## config.mk

```make
export PLATFORM = sky130hd
export DESIGN_NAME = irq_dma_channel_routing
export DESIGN_NICKNAME = d
export VERILOG_FILES = /design/src/common/irq_dma_pkg.sv /design/src/rtl/irq_dma_channel_routing.sv /design/src/rtl/ldev_route_slot.sv
export SDC_FILE = /design/constraint.sdc
export NUM_CORES = 1
export LEC_CHECK = 0
export ABC_AREA = 1
export BUFFER_PORTS_ARGS = -buffer_cell sky130_fd_sc_hd__buf_4
export CORE_MARGIN = 2
export CORE_UTILIZATION = 35
export CTS_CLUSTER_DIAMETER = 100
export DETAILED_ROUTE_END_ITERATION = 16
export PLACE_DENSITY_LB_ADDON = 0.1
export SYNTH_ARGS = -nofsm -noshare
export SYNTH_HDL_FRONTEND = slang
export SYNTH_SLANG_ARGS = --single-unit
```

## constraint.sdc

```tcl
create_clock -name clk_in -period 2.3 [get_ports clk_in]
set_clock_uncertainty 0.2 [all_clocks]
set_input_delay 0.46 -clock clk_in [delete_from_list [all_inputs] [get_ports clk_in]]
set_output_delay 0.46 -clock clk_in [all_outputs]
set_load 0.01 [all_outputs]
```

## src/common/irq_dma_pkg.sv

```systemverilog
// irq and dma routing package: config indexes, reset values, unit control carriers
// assumes a plug-and-play style index/data config port decoded outside this block

package irq_dma_pkg;

  // ----------------------------------------------------------------
  // config space
  // ----------------------------------------------------------------
  localparam logic [7:0] LD_FLOPPY      = 8'h00;
  localparam logic [7:0] LD_PARALLEL    = 8'h03;
  localparam logic [7:0] LD_UART_A      = 8'h04;
  localparam logic [7:0] LD_UART_B      = 8'h05;
  localparam logic [7:0] LD_KEYBOARD    = 8'h07;
  localparam logic [7:0] LD_RUNTIME     = 8'h0a;
  localparam logic [7:0] LD_MGMT_BUS    = 8'h0b;

  localparam logic [7:0] IDX_IRQ_SEL    = 8'h70;
  localparam logic [7:0] IDX_DMA_SEL    = 8'h74;
  localparam logic [7:0] IDX_IRQ8_POL   = 8'hf1;
  localparam int         IRQ8_POL_BIT   = 0;

  localparam logic [7:0] IRQ_SEL_MASK   = 8'h0f;
  localparam logic [7:0] DMA_SEL_MASK   = 8'h07;
  localparam logic [7:0] IRQ_SEL_RST    = 8'h00;
  localparam logic [7:0] FLOPPY_IRQ_RST = 8'h06;
  localparam logic [7:0] FLOPPY_DMA_RST = 8'h02;
  localparam logic [7:0] PAR_DMA_RST    = 8'h04;
  localparam logic [7:0] NO_DMA_RST     = 8'h00;
  localparam logic [7:0] IRQ8_POL_RST   = 8'h00;

  // ----------------------------------------------------------------
  // routing geometry
  // ----------------------------------------------------------------
  localparam int         NUM_LEVELS     = 16;
  localparam int         NUM_DMA        = 4;
  localparam int         NUM_SLOTS      = 6;
  localparam int         DMA_CH_FIRST   = 1;
  localparam int         DMA_CH_LAST    = 3;
  localparam int         SHARED_LEVEL   = 2;
  localparam int         POL_LEVEL      = 8;

  localparam int         SLOT_FLOPPY    = 0;
  localparam int         SLOT_PARALLEL  = 1;
  localparam int         SLOT_UART_A    = 2;
  localparam int         SLOT_UART_B    = 3;
  localparam int         SLOT_KEYBOARD  = 4;
  localparam int         SLOT_MGMT_BUS  = 5;

  // extended parallel mode codes whose irq ignores the irq gate
  localparam logic [2:0] PAR_MODE_FIFO  = 3'h2;
  localparam logic [2:0] PAR_MODE_ECP   = 3'h3;
  localparam logic [2:0] PAR_MODE_TEST  = 3'h6;

  // ----------------------------------------------------------------
  // carriers
  // ----------------------------------------------------------------
  typedef struct packed {
    logic activate;
    logic base_valid;
    logic irq_req;
    logic dma_req;
  } dev_state_t;

  typedef struct packed {
    logic floppy_dma_gate;
    logic powered_down;
  } floppy_ctrl_t;

  typedef struct packed {
    logic       parallel_irq_gate;
    logic       ext_mode;
    logic [2:0] mode_code;
    logic       ext_parallel_service_flag;
    logic       ext_parallel_dma_gate;
  } parallel_ctrl_t;

  typedef struct packed {
    logic [3:0] uart_interrupt_enable_reg;
    logic       modem_aux_output_two;
  } uart_ctrl_t;

  typedef struct packed {
    logic irq_gate;
  } simple_ctrl_t;

  typedef struct packed {
    logic       wr;
    logic       rd;
    logic [7:0] ldev;
    logic [7:0] index;
    logic [7:0] wdata;
  } cfg_access_t;

endpackage : irq_dma_pkg

```

## src/rtl/irq_dma_channel_routing.sv

```systemverilog
// irq level and dma channel routing for the logical devices of a multi-function i/o chip
// assumes config writes arrive already decoded to logical device, index and data,
// and unit control bits come straight from the owning units' registers
`timescale 1ns/1ps

module irq_dma_channel_routing (
  input  wire logic                              clk_in,
  input  wire logic                              rst_n_in,
  input  wire logic                              ce_in,
  input  wire logic                              soft_rst_in,
  input  wire irq_dma_pkg::cfg_access_t          cfg_in,
  input  wire irq_dma_pkg::dev_state_t           floppy_state_in,
  input  wire irq_dma_pkg::dev_state_t           parallel_state_in,
  input  wire irq_dma_pkg::dev_state_t           uart_a_state_in,
  input  wire irq_dma_pkg::dev_state_t           uart_b_state_in,
  input  wire irq_dma_pkg::dev_state_t           keyboard_state_in,
  input  wire irq_dma_pkg::dev_state_t           mgmt_state_in,
  input  wire irq_dma_pkg::floppy_ctrl_t         floppy_ctrl_in,
  input  wire irq_dma_pkg::parallel_ctrl_t       parallel_ctrl_in,
  input  wire irq_dma_pkg::uart_ctrl_t           uart_a_ctrl_in,
  input  wire irq_dma_pkg::uart_ctrl_t           uart_b_ctrl_in,
  input  wire irq_dma_pkg::simple_ctrl_t         keyboard_ctrl_in,
  input  wire irq_dma_pkg::simple_ctrl_t         mgmt_ctrl_in,
  input  wire logic                              serial_irq_mode_in,
  input  wire logic                              system_mgmt_int_en_in,
  output logic      [irq_dma_pkg::NUM_LEVELS-1:0] irq_level_out,
  output logic      [irq_dma_pkg::NUM_DMA-1:0]   dma_req_out,
  output logic      [7:0]                        cfg_rdata_out
);

  localparam int NS = irq_dma_pkg::NUM_SLOTS;
  localparam int NL = irq_dma_pkg::NUM_LEVELS;
  localparam int ND = irq_dma_pkg::NUM_DMA;

  // ----------------------------------------------------------------
  // per-slot wiring
  // ----------------------------------------------------------------
  irq_dma_pkg::dev_state_t state [NS];
  logic                    slot_hit [NS];
  logic                    unit_irq_en [NS];
  logic                    unit_dma_en [NS];
  logic                    irq_on [NS];
  logic                    dma_on [NS];
  logic [NL-1:0]           slot_irq [NS];
  logic [ND-1:0]           slot_dma [NS];
  logic [7:0]              slot_irq_sel [NS];
  logic [7:0]              slot_dma_sel [NS];
  logic [7:0]              slot_ldev [NS];

  logic                    irq8_polarity;
  logic [NL-1:0]           next_irq_level;
  logic [ND-1:0]           next_dma_req;
  logic [7:0]              next_rdata;
  logic                    par_irq_forced;
  logic                    par_irq_en;
  logic                    par_dma_en;

  assign state[irq_dma_pkg::SLOT_FLOPPY]   = floppy_state_in;
  assign state[irq_dma_pkg::SLOT_PARALLEL] = parallel_state_in;
  assign state[irq_dma_pkg::SLOT_UART_A]   = uart_a_state_in;
  assign state[irq_dma_pkg::SLOT_UART_B]   = uart_b_state_in;
  assign state[irq_dma_pkg::SLOT_KEYBOARD] = keyboard_state_in;
  assign state[irq_dma_pkg::SLOT_MGMT_BUS] = mgmt_state_in;

  assign slot_ldev[irq_dma_pkg::SLOT_FLOPPY]   = irq_dma_pkg::LD_FLOPPY;
  assign slot_ldev[irq_dma_pkg::SLOT_PARALLEL] = irq_dma_pkg::LD_PARALLEL;
  assign slot_ldev[irq_dma_pkg::SLOT_UART_A]   = irq_dma_pkg::LD_UART_A;
  assign slot_ldev[irq_dma_pkg::SLOT_UART_B]   = irq_dma_pkg::LD_UART_B;
  assign slot_ldev[irq_dma_pkg::SLOT_KEYBOARD] = irq_dma_pkg::LD_KEYBOARD;
  assign slot_ldev[irq_dma_pkg::SLOT_MGMT_BUS] = irq_dma_pkg::LD_MGMT_BUS;

  // ----------------------------------------------------------------
  // unit enables
  // ----------------------------------------------------------------
  // floppy: the dma gate of its digital output register covers both irq and dma,
  // and power-down overrides everything the unit asks for
  assign unit_irq_en[irq_dma_pkg::SLOT_FLOPPY] =
      floppy_ctrl_in.floppy_dma_gate && !floppy_ctrl_in.powered_down;
  assign unit_dma_en[irq_dma_pkg::SLOT_FLOPPY] =
      floppy_ctrl_in.floppy_dma_gate && !floppy_ctrl_in.powered_down;

  // parallel: in extended mode some mode codes hold the irq on regardless of the gate
  always_comb begin
    par_irq_forced = 1'b0;
    unique case (parallel_ctrl_in.mode_code)
      irq_dma_pkg::PAR_MODE_FIFO,
      irq_dma_pkg::PAR_MODE_ECP,
      irq_dma_pkg::PAR_MODE_TEST: par_irq_forced = 1'b1;
      default:                    par_irq_forced = 1'b0;
    endcase
  end

  always_comb begin
    if (parallel_ctrl_in.ext_mode) begin
      par_irq_en = (par_irq_forced || parallel_ctrl_in.parallel_irq_gate)
                   && !parallel_ctrl_in.ext_parallel_service_flag;
      par_dma_en = parallel_ctrl_in.ext_parallel_dma_gate;
    end else begin
      par_irq_en = parallel_ctrl_in.parallel_irq_gate;
      // outside extended mode the port has no dma path
      par_dma_en = 1'b0;
    end
  end

  assign unit_irq_en[irq_dma_pkg::SLOT_PARALLEL] = par_irq_en;
  assign unit_dma_en[irq_dma_pkg::SLOT_PARALLEL] = par_dma_en;

  // uarts: any of the four enables plus aux output two; without it the line stays quiet
  assign unit_irq_en[irq_dma_pkg::SLOT_UART_A] =
      (|uart_a_ctrl_in.uart_interrupt_enable_reg) && uart_a_ctrl_in.modem_aux_output_two;
  assign unit_irq_en[irq_dma_pkg::SLOT_UART_B] =
      (|uart_b_ctrl_in.uart_interrupt_enable_reg) && uart_b_ctrl_in.modem_aux_output_two;
  assign unit_dma_en[irq_dma_pkg::SLOT_UART_A] = 1'b0;
  assign unit_dma_en[irq_dma_pkg::SLOT_UART_B] = 1'b0;

  assign unit_irq_en[irq_dma_pkg::SLOT_KEYBOARD] = keyboard_ctrl_in.irq_gate;
  assign unit_dma_en[irq_dma_pkg::SLOT_KEYBOARD] = 1'b0;

  assign unit_irq_en[irq_dma_pkg::SLOT_MGMT_BUS] = mgmt_ctrl_in.irq_gate;
  assign unit_dma_en[irq_dma_pkg::SLOT_MGMT_BUS] = 1'b0;

  // ----------------------------------------------------------------
  // slots
  // ----------------------------------------------------------------
  for (genvar s = 0; s < NS; s++) begin : g_slot
    localparam logic [7:0] IRQ_R = (s == irq_dma_pkg::SLOT_FLOPPY) ?
                                   irq_dma_pkg::FLOPPY_IRQ_RST : irq_dma_pkg::IRQ_SEL_RST;
    localparam logic [7:0] DMA_R = (s == irq_dma_pkg::SLOT_FLOPPY)   ? irq_dma_pkg::FLOPPY_DMA_RST :
                                   (s == irq_dma_pkg::SLOT_PARALLEL) ? irq_dma_pkg::PAR_DMA_RST :
                                                                       irq_dma_pkg::NO_DMA_RST;
    localparam bit         HAS_D = (s == irq_dma_pkg::SLOT_FLOPPY) ||
                                   (s == irq_dma_pkg::SLOT_PARALLEL);

    assign slot_hit[s] = cfg_in.wr && (cfg_in.ldev == slot_ldev[s]);

    // a deactivated unit or one with a bad base address never drives a line
    assign irq_on[s] = state[s].activate && state[s].base_valid
                       && unit_irq_en[s] && state[s].irq_req;
    assign dma_on[s] = state[s].activate && state[s].base_valid
                       && unit_dma_en[s] && state[s].dma_req;

    ldev_route_slot #(
      .IRQ_RST (IRQ_R),
      .DMA_RST (DMA_R),
      .HAS_DMA (HAS_D)
    ) u_slot (
      .clk_in        (clk_in),
      .rst_n_in      (rst_n_in),
      .ce_in         (ce_in),
      .soft_rst_in   (soft_rst_in),
      .wr_in         (slot_hit[s]),
      .index_in      (cfg_in.index),
      .wdata_in      (cfg_in.wdata),
      .irq_on_in     (irq_on[s]),
      .dma_on_in     (dma_on[s]),
      .irq_lines_out (slot_irq[s]),
      .dma_lines_out (slot_dma[s]),
      .irq_sel_out   (slot_irq_sel[s]),
      .dma_sel_out   (slot_dma_sel[s])
    );
  end

  // ----------------------------------------------------------------
  // level 8 polarity, vendor range: only hard reset clears it
  // ----------------------------------------------------------------
  always_ff @(posedge clk_in or negedge rst_n_in) begin
    if (!rst_n_in) begin
      irq8_polarity <= irq_dma_pkg::IRQ8_POL_RST[irq_dma_pkg::IRQ8_POL_BIT];
    end else if (ce_in) begin
      if (cfg_in.wr && cfg_in.ldev == irq_dma_pkg::LD_RUNTIME
          && cfg_in.index == irq_dma_pkg::IDX_IRQ8_POL) begin
        irq8_polarity <= cfg_in.wdata[irq_dma_pkg::IRQ8_POL_BIT];
      end
    end
  end

  // ----------------------------------------------------------------
  // merge
  // ----------------------------------------------------------------
  // a level nobody selects collects no term and so rests low, save level 8 while its polarity bit is set; the parallel unit's
  // extended-mode irq request is blocked while its service flag is set
  always_comb begin
    next_irq_level = '0;
    next_dma_req   = '0;
    for (int s = 0; s < NS; s++) begin
      next_irq_level = next_irq_level | slot_irq[s];
      next_dma_req   = next_dma_req | slot_dma[s];
    end
    // level 2 is lost to the low-active mgmt interrupt unless serialised
    if (system_mgmt_int_en_in && !serial_irq_mode_in) begin
      next_irq_level[irq_dma_pkg::SHARED_LEVEL] = 1'b0;
    end
    next_irq_level[irq_dma_pkg::POL_LEVEL] =
        next_irq_level[irq_dma_pkg::POL_LEVEL] ^ irq8_polarity;
  end

  always_ff @(posedge clk_in or negedge rst_n_in) begin
    if (!rst_n_in) begin
      irq_level_out <= '0;
    end else if (ce_in) begin
      irq_level_out <= next_irq_level;
    end
  end

  always_ff @(posedge clk_in or negedge rst_n_in) begin
    if (!rst_n_in) begin
      dma_req_out <= '0;
    end else if (ce_in) begin
      dma_req_out <= next_dma_req;
    end
  end

  // ----------------------------------------------------------------
  // readback, one cycle after the read strobe
  // ----------------------------------------------------------------
  always_comb begin
    next_rdata = 8'h00;
    if (cfg_in.ldev == irq_dma_pkg::LD_RUNTIME
        && cfg_in.index == irq_dma_pkg::IDX_IRQ8_POL) begin
      next_rdata[irq_dma_pkg::IRQ8_POL_BIT] = irq8_polarity;
    end
    for (int s = 0; s < NS; s++) begin
      if (cfg_in.ldev == slot_ldev[s]) begin
        if (cfg_in.index == irq_dma_pkg::IDX_IRQ_SEL) begin
          next_rdata = slot_irq_sel[s];
        end else if (cfg_in.index == irq_dma_pkg::IDX_DMA_SEL) begin
          next_rdata = slot_dma_sel[s];
        end
      end
    end
  end

  always_ff @(posedge clk_in or negedge rst_n_in) begin
    if (!rst_n_in) begin
      cfg_rdata_out <= 8'h00;
    end else if (ce_in) begin
      cfg_rdata_out <= cfg_in.rd ? next_rdata : 8'h00;
    end
  end

endmodule : irq_dma_channel_routing

```

## src/rtl/ldev_route_slot.sv

```systemverilog
// one logical device: its irq and dma select registers and their decode
// assumes gating enables are already combined by the parent
`timescale 1ns/1ps

module ldev_route_slot #(
  parameter logic [7:0] IRQ_RST = irq_dma_pkg::IRQ_SEL_RST,
  parameter logic [7:0] DMA_RST = irq_dma_pkg::NO_DMA_RST,
  parameter bit         HAS_DMA = 1'b0
) (
  input  wire logic                                clk_in,
  input  wire logic                                rst_n_in,
  input  wire logic                                ce_in,
  input  wire logic                                soft_rst_in,
  input  wire logic                                wr_in,
  input  wire logic [7:0]                          index_in,
  input  wire logic [7:0]                          wdata_in,
  input  wire logic                                irq_on_in,
  input  wire logic                                dma_on_in,
  output logic      [irq_dma_pkg::NUM_LEVELS-1:0]  irq_lines_out,
  output logic      [irq_dma_pkg::NUM_DMA-1:0]     dma_lines_out,
  output logic      [7:0]                          irq_sel_out,
  output logic      [7:0]                          dma_sel_out
);

  logic [7:0] irq_sel;
  logic [7:0] dma_sel;

  // ----------------------------------------------------------------
  // select registers
  // ----------------------------------------------------------------
  always_ff @(posedge clk_in or negedge rst_n_in) begin
    if (!rst_n_in) begin
      irq_sel <= IRQ_RST;
    end else if (ce_in) begin
      if (soft_rst_in) begin
        irq_sel <= IRQ_RST;
      end else if (wr_in && index_in == irq_dma_pkg::IDX_IRQ_SEL) begin
        irq_sel <= wdata_in & irq_dma_pkg::IRQ_SEL_MASK;
      end
    end
  end

  always_ff @(posedge clk_in or negedge rst_n_in) begin
    if (!rst_n_in) begin
      dma_sel <= DMA_RST;
    end else if (ce_in) begin
      if (soft_rst_in) begin
        dma_sel <= DMA_RST;
      end else if (HAS_DMA && wr_in && index_in == irq_dma_pkg::IDX_DMA_SEL) begin
        dma_sel <= wdata_in & irq_dma_pkg::DMA_SEL_MASK;
      end
    end
  end

  assign irq_sel_out = irq_sel;
  assign dma_sel_out = HAS_DMA ? dma_sel : 8'h00;

  // ----------------------------------------------------------------
  // decode: zero selects nothing, reserved dma codes select nothing
  // ----------------------------------------------------------------
  assign irq_lines_out[0] = 1'b0;
  assign dma_lines_out[0] = 1'b0;

  for (genvar lv = 1; lv < irq_dma_pkg::NUM_LEVELS; lv++) begin : g_irq
    assign irq_lines_out[lv] = irq_on_in && (irq_sel == 8'(lv));
  end

  for (genvar ch = irq_dma_pkg::DMA_CH_FIRST; ch <= irq_dma_pkg::DMA_CH_LAST; ch++) begin : g_dma
    assign dma_lines_out[ch] = HAS_DMA && dma_on_in && (dma_sel == 8'(ch));
  end

endmodule : ldev_route_slot

```

==> out/metrics.csv, run 1 <==
stage,metric,value,unit
timing,RSZ-0062 raised after global routing,false,
routing,drt initial violations,244,
synthesis,Synth cell types,33,
worst_setup_path,worst-path fanout max,7,
floorplan,chip height,108.9,µm
placement,Buffers on Ports,90,
worst_setup_path,CP Class,flop to flop,
floorplan,I/O pins,105,
synthesis,Post-Syn Area per Cell,6.264,µm²
clock_tree,root buffer cell,clkbuf_8,
hold_path,worst min path class,primary input to async pin,
worst_setup_path,Worst Path Required,2.28,ns
clock_tree,CTS tree,yes,
clock_tree,Max Buffers Root-to-Sink,2,
synthesis,async set-reset flop share out of synthesis,1.000,
routing,routed wire length,13200,µm
job,# Max-Cap Violations,0,
power_and_ir_drop,Worst VDD drop,279.2,µV
floorplan,row cnt,38,
global_routing,initial antenna violation count,0,
placement,Place WS,0.2041,ns
global_routing,global-route usage over all layers,0.2359,
timing,# setup viols final,0,
synthesis,Main synth FF type,dfrtp_1,
worst_setup_path,endpoint class of the critical path,flop,
clock_tree,# H-tree levels,2,
power_and_ir_drop,PwrDens,482.0,nW/µm²
final_layout,Fill cells,1170,
synthesis,Post-synth EDFFs,0,
clock_tree,CTS Sinks,53,
synthesis,Yosys Warn Count,0,
placement,GPL Wtd Cong,0.9302,
floorplan,die area,11860,µm²
clock_tree,"CTS clk-pin slew, worst paths",0.10,ns
routing,Remaining DRCs,0,
placement,dpl hpwl,10770,µm
worst_setup_path,R2R depth,6,
routing,First-pass DRT Iterations,5,
final_layout,share of layout cells above drive strength 1,0.1966,
floorplan,Chip Width,108.9,µm
worst_setup_path,Worst Setup Start Kind,flop,
timing,Final min period,1.815,ns
timing,Worst Tran Pin Value,0.6905,ns
floorplan,Core Region,10790,µm²
final_layout,n_diodes,0,
clock_tree,"Setup Fix Bufs, Post-CTS",0,
routing,vias post-DR,4275,
final_layout,nets,788,
global_routing,first-pass GRT wire length,21230,µm
worst_setup_path,"Arr. time, crit path",1.80,ns
global_routing,vias in the first global route,4127,
clock_tree,Post-CTS Hold Buffers,0,
synthesis,Synth Cell Area,3852,µm²
floorplan,Initial Util,0.3569,
routing,Post-DRT Antenna Nets,0,
worst_setup_path,Worst R2R End,irq_level_out[12],
synthesis,sequential area share after synthesis,0.3456,
final_layout,"commonest non-fill, non-tap cell in the layout",nand2_1,
status,failing checks,negative hold slack,
clock_tree,number of buffers created by CTS,5,
timing,fin crit share,0.7890,
timing,Slew headroom,0.5396,
timing,Final Max Tran Viols,0,
worst_setup_path,R2R Setup Slk,0.49,ns
final_layout,Layout area overhead,24.91,%
status,status,"finished, violations left",
power_and_ir_drop,total power draw,2.319,mW
routing,wire per inst,15.49,µm
timing,worst setup margin,0.4854,ns
global_routing,pin count of the biggest net entering global routing,54,
timing,fmax,0.5511,GHz
placement,Placed Cells,844,
timing,Setup Total Neg Slack,0,ns
clock_tree,worst skew pair latency,0.32,ns
worst_setup_path,reg2reg start,g_slot[2].u_slot.irq_sel_out[2],
synthesis,"FF+latch count, synth",53,
final_layout,final cell count without fillers,852,
synthesis,Mapped Cells,615,
timing,"Hold Violations, Final",29,
global_routing,total grt overflow,0,
timing,Worst Hold Margin,-0.03495,ns
power_and_ir_drop,leakage,2.337,nW
routing,vias per cell,5.018,
clock_tree,post_cts resized,0,
final_layout,"commonest non-fill, non-tap cells in the layout","190 x nand2_1, 98 x buf_4, 87 x nor2_1",
## sequential cells by signal, indices dropped and copies added (netlist names)
register / cells
dma_req_out: 3
g_slot.u_slot.irq_sel_out: 24
irq_level_out: 15
irq8_polarity: 1
g_slot.u_slot.dma_sel_out: 6
cfg_rdata_out: 4
## cell type report
cell class                 count  area [µm²]  share of cell area
multi-input combinational    472        2150              0.4467
sequential                    53        1331              0.2767
timing repair buffer          98       735.7              0.1529
inverter                      81       304.0             0.06318
tap                          140       175.2             0.03640
clock buffer                   7       86.33             0.01794
clock inverter                 1       30.03            0.006240
## stage by stage
stage                     instance area, µm²  utilization  hold slack (ns)
after floorplan                         3871            -         -0.03559
after global placement                  4696       0.4351           0.2559
after detailed placement                4696       0.4351           0.2715
after CTS                               4812       0.4459         0.009172
after global routing                    4812       0.4459          0.01827
final                                   4812       0.4459         -0.03495
## Yosys cell counts, types with 2 or more instances
master / n / area share
nand2_1: 190 / 0.19
nor2_4: 4 / 0.012
a31oi_1: 7 / 0.011
o21ai_1: 28 / 0.036
o211ai_1: 3 / 0.0058
a211oi_1: 2 / 0.0039
nand3_1: 38 / 0.049
o22ai_1: 2 / 0.0032
buf_2: 3 / 0.0039
nor4_1: 5 / 0.0081
nor3_1: 20 / 0.026
nand4_1: 9 / 0.015
dfrtp_1: 49 / 0.32
o21ai_0: 24 / 0.031
nor3_2: 3 / 0.0078
o21ai_2: 4 / 0.0091
nor2_2: 4 / 0.0065
buf_4: 6 / 0.012
a21oi_1: 20 / 0.026
dfstp_2: 4 / 0.027
inv_2: 6 / 0.0058
inv_1: 75 / 0.073
nor2_1: 87 / 0.085
clkbuf_1: 3 / 0.0029
a41oi_1: 4 / 0.0091
nand2_2: 8 / 0.013
## routing by layer
layer  up-vias  wire length [µm]  GRT usage
li1       2175                 -          -
met1      1957              6114     0.3252
met2       121              6100     0.3780
met3        22               604    0.02929
met4         0               376    0.08608
met5         -                 0          0
## cell families (layout without fill, tap and decap cells)
family / Yosys count / after routing / synth area share
simple gates: 370 / 370 / 0.4115
other cells: 1 / 6 / 0.0009734
buf+inv: 95 / 187 / 0.1013
flops: 53 / 53 / 0.3456
compound gates: 96 / 96 / 0.1406
## critical path, stage by stage (launching register included)
cell and delay (ns):
dfrtp_1 0.49, nand2_1 0.15, inv_1 0.07, nand3_1 0.09, o21ai_0 0.17, a31oi_1 0.38, a31oi_1 0.13
## how the worst max path moves through the flow
stage	startpoint	to	slack, ns
after floorplan	cfg_in[13]	g_slot[3].u_slot.irq_sel_out[3]	0.62
after detailed placement	mgmt_state_in[3]	irq_level_out[15]	0.20
after CTS	g_slot[5].u_slot.irq_sel_out[0]	irq_level_out[15]	0.49
final	g_slot[2].u_slot.irq_sel_out[2]	irq_level_out[12]	0.49
after global placement	mgmt_state_in[3]	irq_level_out[7]	0.21
after global routing	g_slot[5].u_slot.irq_sel_out[0]	irq_level_out[15]	0.32
## power breakdown
part	total, mW	switching [mW]	internal [mW]	leakage (nW)
Sequential	1.13	0.116	1.02	0.673
Clock	0.685	0.329	0.356	0.0585
Combinational	0.503	0.300	0.202	1.61
Total	2.32	0.746	1.57	2.34
Note: power is estimated with default switching activity, not from simulation.
==> inputs of run 2 (changes only) <==
==> constraint.sdc (replaced) <==
create_clock -name clk_in -period 1.6 [get_ports clk_in]
set_clock_uncertainty 0.2 [all_clocks]
set_input_delay 0.32 -clock clk_in [delete_from_list [all_inputs] [get_ports clk_in]]
set_output_delay 0.32 -clock clk_in [all_outputs]
set_load 0.01 [all_outputs]
==> run 2 against run 1 <==
Net effect: the run now ends clean; design area increased by 16%; non-clock buffer count up 72; flip-flop and latch count unchanged; critical path depth rose by 1; critical endpoint is now irq_level_out[15].
==> out/metrics.csv, run 2 (same netlist as run 1, synthesis figures left out) <==
stage,metric,value,unit,change
final_layout,"commonest non-fill, non-tap cell in the layout",nand2_1,,
clock_tree,"CTS clk-pin slew, worst paths",0.11,ns,about the same
routing,met2 routed WL,6267,µm,+2.7%
worst_setup_path,CP Buf/Inv Count,2,,+1
global_routing,total grt overflow,0,,unchanged
placement,GPL Wtd Cong,0.9353,,+0.55%
floorplan,Initial Util,0.3569,,unchanged
final_layout,Multi-input gate area,2369,µm²,+10%
power_and_ir_drop,leakage,2.725,nW,+17%
clock_tree,number of buffers created by CTS,5,,unchanged
timing,Final min period,1.566,ns,-0.2490 ns
timing,"Hold Violations, Final",0,,-100%
final_layout,n_diodes,0,,unchanged
worst_setup_path,Worst Setup Start Kind,flop,,
routing,Remaining DRCs,0,,unchanged
worst_setup_path,reg2reg start,g_slot[3].u_slot.irq_sel_out[2],,
worst_setup_path,slowest cell on the critical path,dfrtp_2,,
final_layout,Fill cells,1106,,-5.5%
worst_setup_path,"Arr. time, crit path",1.61,ns,-0.19 ns
timing,worst setup margin,0.03437,ns,-0.4510 ns
placement,Place WS,-0.2377,ns,-0.4419 ns
worst_setup_path,"most used cell, CP",nand2_1,,
clock_tree,CTS Sinks,53,,unchanged
hold_path,hold depth,3,,
clock_tree,worst skew pair latency,0.31,ns,about the same
hold_path,WHS Endpoint,irq8_polarity,,
floorplan,die area,11860,µm²,unchanged
power_and_ir_drop,PwrDens,610.6,nW/µm²,+27%
timing,# setup viols final,0,,unchanged
worst_setup_path,crit path cell chain,buf_6 > nand2_1 > inv_1 > nand2_1 > o22ai_1 > nor2_1 > a31oi_1,,
routing,highest routed layer,met4,,
worst_setup_path,worst-path fanout max,4,,-3
worst_setup_path,R2R Setup Slk,0.03,ns,-0.45 ns
placement,dpl hpwl,10960,µm,+1.8%
routing,routed wire length,13400,µm,+1.5%
status,status,"complete, no violations",,
worst_setup_path,R2R depth,7,,+1
final_layout,final core occ,0.5168,,+0.07095
floorplan,chip height,108.9,µm,unchanged
global_routing,first-pass GRT wire length,20730,µm,-2.4%
worst_setup_path,Worst R2R End,irq_level_out[15],,
worst_setup_path,endpoint class of the critical path,flop,,
clock_tree,CTS tree,yes,,
routing,WL met3,780,µm,+29%
worst_setup_path,Worst Path Required,1.64,ns,-0.64 ns
routing,vias post-DR,4602,,+7.6%
floorplan,Chip Width,108.9,µm,unchanged
final_layout,max FFs per register,24,,unchanged
routing,wire per inst,14.50,µm,-6.4%
worst_setup_path,max incr delay on CP,0.44,ns,-0.05 ns
global_routing,global-route usage over all layers,0.2282,,-0.007707
floorplan,row cnt,38,,unchanged
clock_tree,Max Buffers Root-to-Sink,2,,unchanged
timing,Worst Hold Margin,0.08440,ns,+0.1194 ns
job,# Max-Cap Violations,0,,unchanged
hold_path,worst min path class,primary input to flop,,
routing,First-pass DRT Iterations,5,,unchanged
final_layout,share of layout cells above drive strength 1,0.3520,,+0.1554
final_layout,Reg area,1341,µm²,+0.75%
floorplan,Core Region,10790,µm²,unchanged
floorplan,I/O pins,105,,unchanged
global_routing,initial antenna violation count,0,,unchanged
routing,Post-DRT Antenna Nets,0,,unchanged
timing,RSZ-0062 raised after global routing,true,,
worst_setup_path,CP Class,flop to flop,,
routing,drt initial violations,231,,-5.3%
routing,vias per cell,4.981,,-0.74%
timing,fmax,0.6387,GHz,+16%
routing,Metal-1 WL,6035,µm,-1.3%
power_and_ir_drop,Worst VDD drop,354.5,µV,+27%
final_layout,Layout area overhead,44.79,%,
worst_setup_path,Worst path top cell family by delay,flip-flops,,
timing,fin crit share,0.9785,,+0.1896
clock_tree,# H-tree levels,2,,unchanged
final_layout,final cell count without fillers,924,,+8.5%
placement,Placed Cells,903,,+7.0%
global_routing,pin count of the biggest net entering global routing,30,,-44%
placement,Buffers on Ports,90,,unchanged
final_layout,"commonest non-fill, non-tap cells in the layout","186 x nand2_1, 166 x buf_4, 66 x inv_1",,
hold_path,min-delay src,cfg_in[0],,
global_routing,vias in the first global route,4163,,+0.87%
clock_tree,root buffer cell,clkbuf_8,,
timing,Final Max Tran Viols,0,,unchanged
final_layout,nets,860,,+9.1%
-- run 2: cell count changes in the layout (fill, tap and decap cells not counted), sizes merged --
cell         delta
buf            +71
bufinv          -1
clkbuf          -2
clkinv          +1
clkinvlp        +1
dlygate4sd3     +1
inv             +1
-- run 2: report_power, final --
part	leakage, nW	internal [mW]	switching, mW
Combinational	2.02	0.451	0.546
Sequential	0.662	1.46	0.144
Clock	0.0445	0.312	0.487
Total	2.72	2.23	1.18
-- run 2: layout make-up --
cell class                 count  share of cell area
inverter                      81             0.05451
multi-input combinational    472              0.4246
sequential                    53              0.2405
clock inverter                 3            0.003813
timing repair buffer         170              0.2328
tap                          140             0.03140
clock buffer                   5             0.01234
-- run 2: worst register-to-register path, cell delays in order (launching register included) --
cell and delay, ns:
dfrtp_2 0.44, buf_6 0.13, nand2_1 0.04, inv_1 0.10, nand2_1 0.09, o22ai_1 0.23
nor2_1 0.12, a31oi_1 0.15
-- run 2: how the worst max path moves through the flow --
stage,slack (ns),from,to,cells after the start
2_1_floorplan,0.06,cfg_in[13],g_slot[3].u_slot.irq_sel_out[3],9
3_5_place_dp,-0.24,cfg_in[23],cfg_rdata_out[1],11
3_3_place_gp,-0.20,cfg_in[23],cfg_rdata_out[1],11
6_report,0.03,g_slot[3].u_slot.irq_sel_out[2],irq_level_out[15],7
5_1_grt,-0.07,g_slot[5].u_slot.irq_sel_out[0],irq_level_out[1],7
4_1_cts,0.003,g_slot[0].u_slot.irq_sel_out[1],irq_level_out[12],5
-- run 2: what timing repair did --
| action | CTS | global route |
|---|---|---|
| gates cloned | 0 | 0 |
| gates resized for setup | 7 | 74 |
| endpoints found under the setup margin | 3 | 18 |
| pin swaps | 1 | 21 |
| hold endpoints to repair | 24 | 0 |
| buffers inserted | 3 | 9 |
| hold buffers | 1 | 0 |
-- run 2: stage by stage --
| step | cell area (µm²) | power, mW | setup TNS [ns] |
|---|---|---|---|
| floorplan | 3871 | 1.992 | 0 |
| global placement | 5151 | 2.473 | -7.091 |
| detailed placement | 5151 | 2.486 | -7.205 |
| CTS | 5296 | 3.307 | 0 |
| global route | 5578 | 3.596 | -0.2433 |
| finish | 5578 | 3.406 | 0 |
-- run 2: routing by layer --
metal / vias to the layer above / global-route usage
met5: - / 0
met4: 0 / 0.07875
met3: 25 / 0.02929
met2: 143 / 0.3642
met1: 2120 / 0.3174
li1: 2314 / -
==> inputs of run 3 (changes only) <==
--- a/config.mk
+++ b/config.mk
@@ -8,10 +8,11 @@
 export ABC_AREA = 1
 export BUFFER_PORTS_ARGS = -buffer_cell sky130_fd_sc_hd__buf_4
 export CORE_MARGIN = 2
-export CORE_UTILIZATION = 35
+export CORE_UTILIZATION = 48
 export CTS_CLUSTER_DIAMETER = 100
 export DETAILED_ROUTE_END_ITERATION = 16
 export PLACE_DENSITY_LB_ADDON = 0.1
+export REMOVE_ABC_BUFFERS = 1
 export SYNTH_ARGS = -nofsm -noshare
 export SYNTH_HDL_FRONTEND = slang
 export SYNTH_SLANG_ARGS = --single-unit
==> run 3 against run 2 <==
Net effect: the flow now finishes with violations (negative setup slack); worst setup slack got worse by 0.057 ns; non-clock buffer count rose by 10; global-route usage rose by 8.8 points; via count rose by 3.2%; cell count fell by 3.0%; fmax fell by 3.5%; register-to-register slack got worse by 0.06 ns; critical path depth rose by 1; clock-buffer cell count rose by 1; worst hold slack improved by 0.015 ns; critical endpoint is now irq_level_out[8]; largest cell class unchanged; largest power group unchanged.
==> out/metrics.csv, run 3 (same netlist as run 1, synthesis figures left out) <==
stage,metric,value,unit,change
routing,WL met3,1116,µm,+43%
final_layout,Multi-input gate area,2316,µm²,-2.2%
final_layout,nets,870,,+1.2%
final_layout,design area,5593,µm²,+0.27%
routing,highest routed layer,met4,,
clock_tree,Max Buffers Root-to-Sink,2,,unchanged
timing,# setup viols final,2,,+2
floorplan,Core Region,7767,µm²,-28%
global_routing,total grt overflow,0,,unchanged
worst_setup_path,R2R Setup Slk,-0.02,ns,-0.06 ns
routing,wire per inst,15.31,µm,+5.6%
routing,Post-DRT Antenna Nets,0,,unchanged
timing,fin crit share,1.014,,+0.03586
final_layout,n_diodes,0,,unchanged
worst_setup_path,"Arr. time, crit path",1.69,ns,+0.08 ns
final_layout,Reg area,1343,µm²,about the same
clock_tree,number of buffers created by CTS,5,,unchanged
timing,fmax,0.6161,GHz,-3.5%
final_layout,"commonest non-fill, non-tap cells in the layout","185 x nand2_1, 176 x buf_4, 69 x nor2_1",,
final_layout,max FFs per register,24,,unchanged
placement,Placed Cells,881,,-2.4%
global_routing,initial antenna violation count,0,,unchanged
status,failing checks,negative setup slack,,
routing,vias per cell,5.300,,+6.4%
power_and_ir_drop,Worst VDD drop,568.6,µV,+60%
timing,Worst Hold Margin,0.09944,ns,+0.01504 ns
placement,placed cell area,5236,µm²,+1.7%
floorplan,row cnt,32,,-16%
global_routing,global-route usage over all layers,0.3162,,+0.08802
worst_setup_path,worst-path fanout max,5,,+1
routing,drt initial violations,400,,+73%
final_layout,Layout area overhead,45.18,%,
final_layout,Fill cells,678,,-39%
hold_path,worst min path class,primary input to flop,,
power_and_ir_drop,leakage,2.758,nW,+1.2%
global_routing,pin count of the biggest net entering global routing,26,,-13%
routing,routed wire length,13720,µm,+2.4%
global_routing,first-pass GRT wire length,21380,µm,+3.1%
final_layout,share of layout cells above drive strength 1,0.3526,,+0.0006040
final_layout,final core occ,0.7200,,+0.2032
routing,Metal-1 WL,5974,µm,-1.0%
hold_path,hold depth,3,,unchanged
timing,Final min period,1.623,ns,+0.05738 ns
final_layout,"commonest non-fill, non-tap cell in the layout",nand2_1,,
routing,Remaining DRCs,0,,unchanged
placement,Buffers on Ports,90,,unchanged
floorplan,I/O pins,105,,unchanged
timing,worst setup margin,-0.02300,ns,-0.05738 ns
worst_setup_path,Worst Path Required,1.66,ns,+0.02 ns
worst_setup_path,R2R depth,8,,+1
floorplan,chip height,93.59,µm,-14%
clock_tree,CTS Sinks,53,,unchanged
clock_tree,worst skew pair latency,0.32,ns,about the same
timing,RSZ-0062 raised after global routing,true,,
status,status,"finished, violations left",,
timing,"Hold Violations, Final",0,,unchanged
worst_setup_path,CP Class,flop to flop,,
global_routing,vias in the first global route,4417,,+6.1%
timing,Setup Total Neg Slack,-0.02567,ns,-0.02567 ns
clock_tree,CTS tree,yes,,
placement,GPL Wtd Cong,1.002,,+7.2%
clock_tree,# H-tree levels,2,,unchanged
job,# Max-Cap Violations,0,,unchanged
floorplan,Chip Width,93.59,µm,-14%
power_and_ir_drop,PwrDens,638.9,nW/µm²,+4.6%
routing,met2 routed WL,6475,µm,+3.3%
final_layout,final cell count without fillers,896,,-3.0%
routing,First-pass DRT Iterations,5,,unchanged
timing,Final Max Tran Viols,0,,unchanged
routing,vias post-DR,4749,,+3.2%
clock_tree,root buffer cell,clkbuf_8,,
floorplan,Initial Util,0.4960,,+0.1390
worst_setup_path,endpoint class of the critical path,flop,,
placement,dpl hpwl,11140,µm,+1.6%
worst_setup_path,Worst Setup Start Kind,flop,,
clock_tree,"CTS clk-pin slew, worst paths",0.10,ns,about the same
floorplan,die area,8758,µm²,-26%
run 3: area by class of cell:
cell class | instances | area share
clock buffer | 6 | 0.01477
clock inverter | 2 | 0.006711
inverter | 81 | 0.05436
multi-input combinational | 472 | 0.4141
sequential | 53 | 0.2400
tap | 102 | 0.02282
timing repair buffer | 180 | 0.2472
run 3: repair_timing:
action                                  4_1_cts  5_1_grt
pin swaps                                     1       14
hold endpoints to repair                     26        0
setup buffers                                 2        4
endpoints found under the setup margin        8       22
resized for setup                            12       57
hold buffers                                  1        0
run 3: worst paths after layout:
kind,from,endpoint
worst min register to register,g_slot[0].u_slot.dma_sel_out[1],g_slot[0].u_slot.dma_sel_out[1]
max in group asynchronous,rst_n_in,g_slot[0].u_slot.irq_sel_out[2]
min in group asynchronous,rst_n_in,g_slot[1].u_slot.irq_sel_out[1]
worst max register to register,g_slot[0].u_slot.irq_sel_out[1],irq_level_out[8]
worst min-delay path,cfg_in[0],irq8_polarity
worst max-delay path,g_slot[0].u_slot.irq_sel_out[1],irq_level_out[8]
run 3: critical path, cell delays in order, from the launching register on:
cell and delay, ns:
dfstp_2 0.61, nor2_2 0.08, nand3_2 0.09, o211ai_1 0.11
nor2_2 0.20, nand2_1 0.08, nand2_1 0.07, nand3_1 0.07
nand2_1 0.08
run 3: per-stage QoR:
stage	power [mW]	setup WS, ns
after floorplan	1.964	-0.03748
after global placement	2.491	-0.2252
after detailed placement	2.513	-0.2328
after CTS	3.504	0.001557
after global routing	3.755	-0.1099
final	3.574	-0.02300
run 3: layer usage:
metal,up-vias,global-route usage
li1,2328,-
met1,2179,0.4442
met2,221,0.5108
met3,21,0.06285
met4,0,0.06039
met5,-,0
run 3: power breakdown:
part | leakage (nW) | switching [mW] | total (mW) | internal [mW]
logic | 2.04 | 0.538 | 0.989 | 0.451
clock network | 0.0574 | 0.472 | 0.981 | 0.509
registers | 0.660 | 0.139 | 1.60 | 1.47
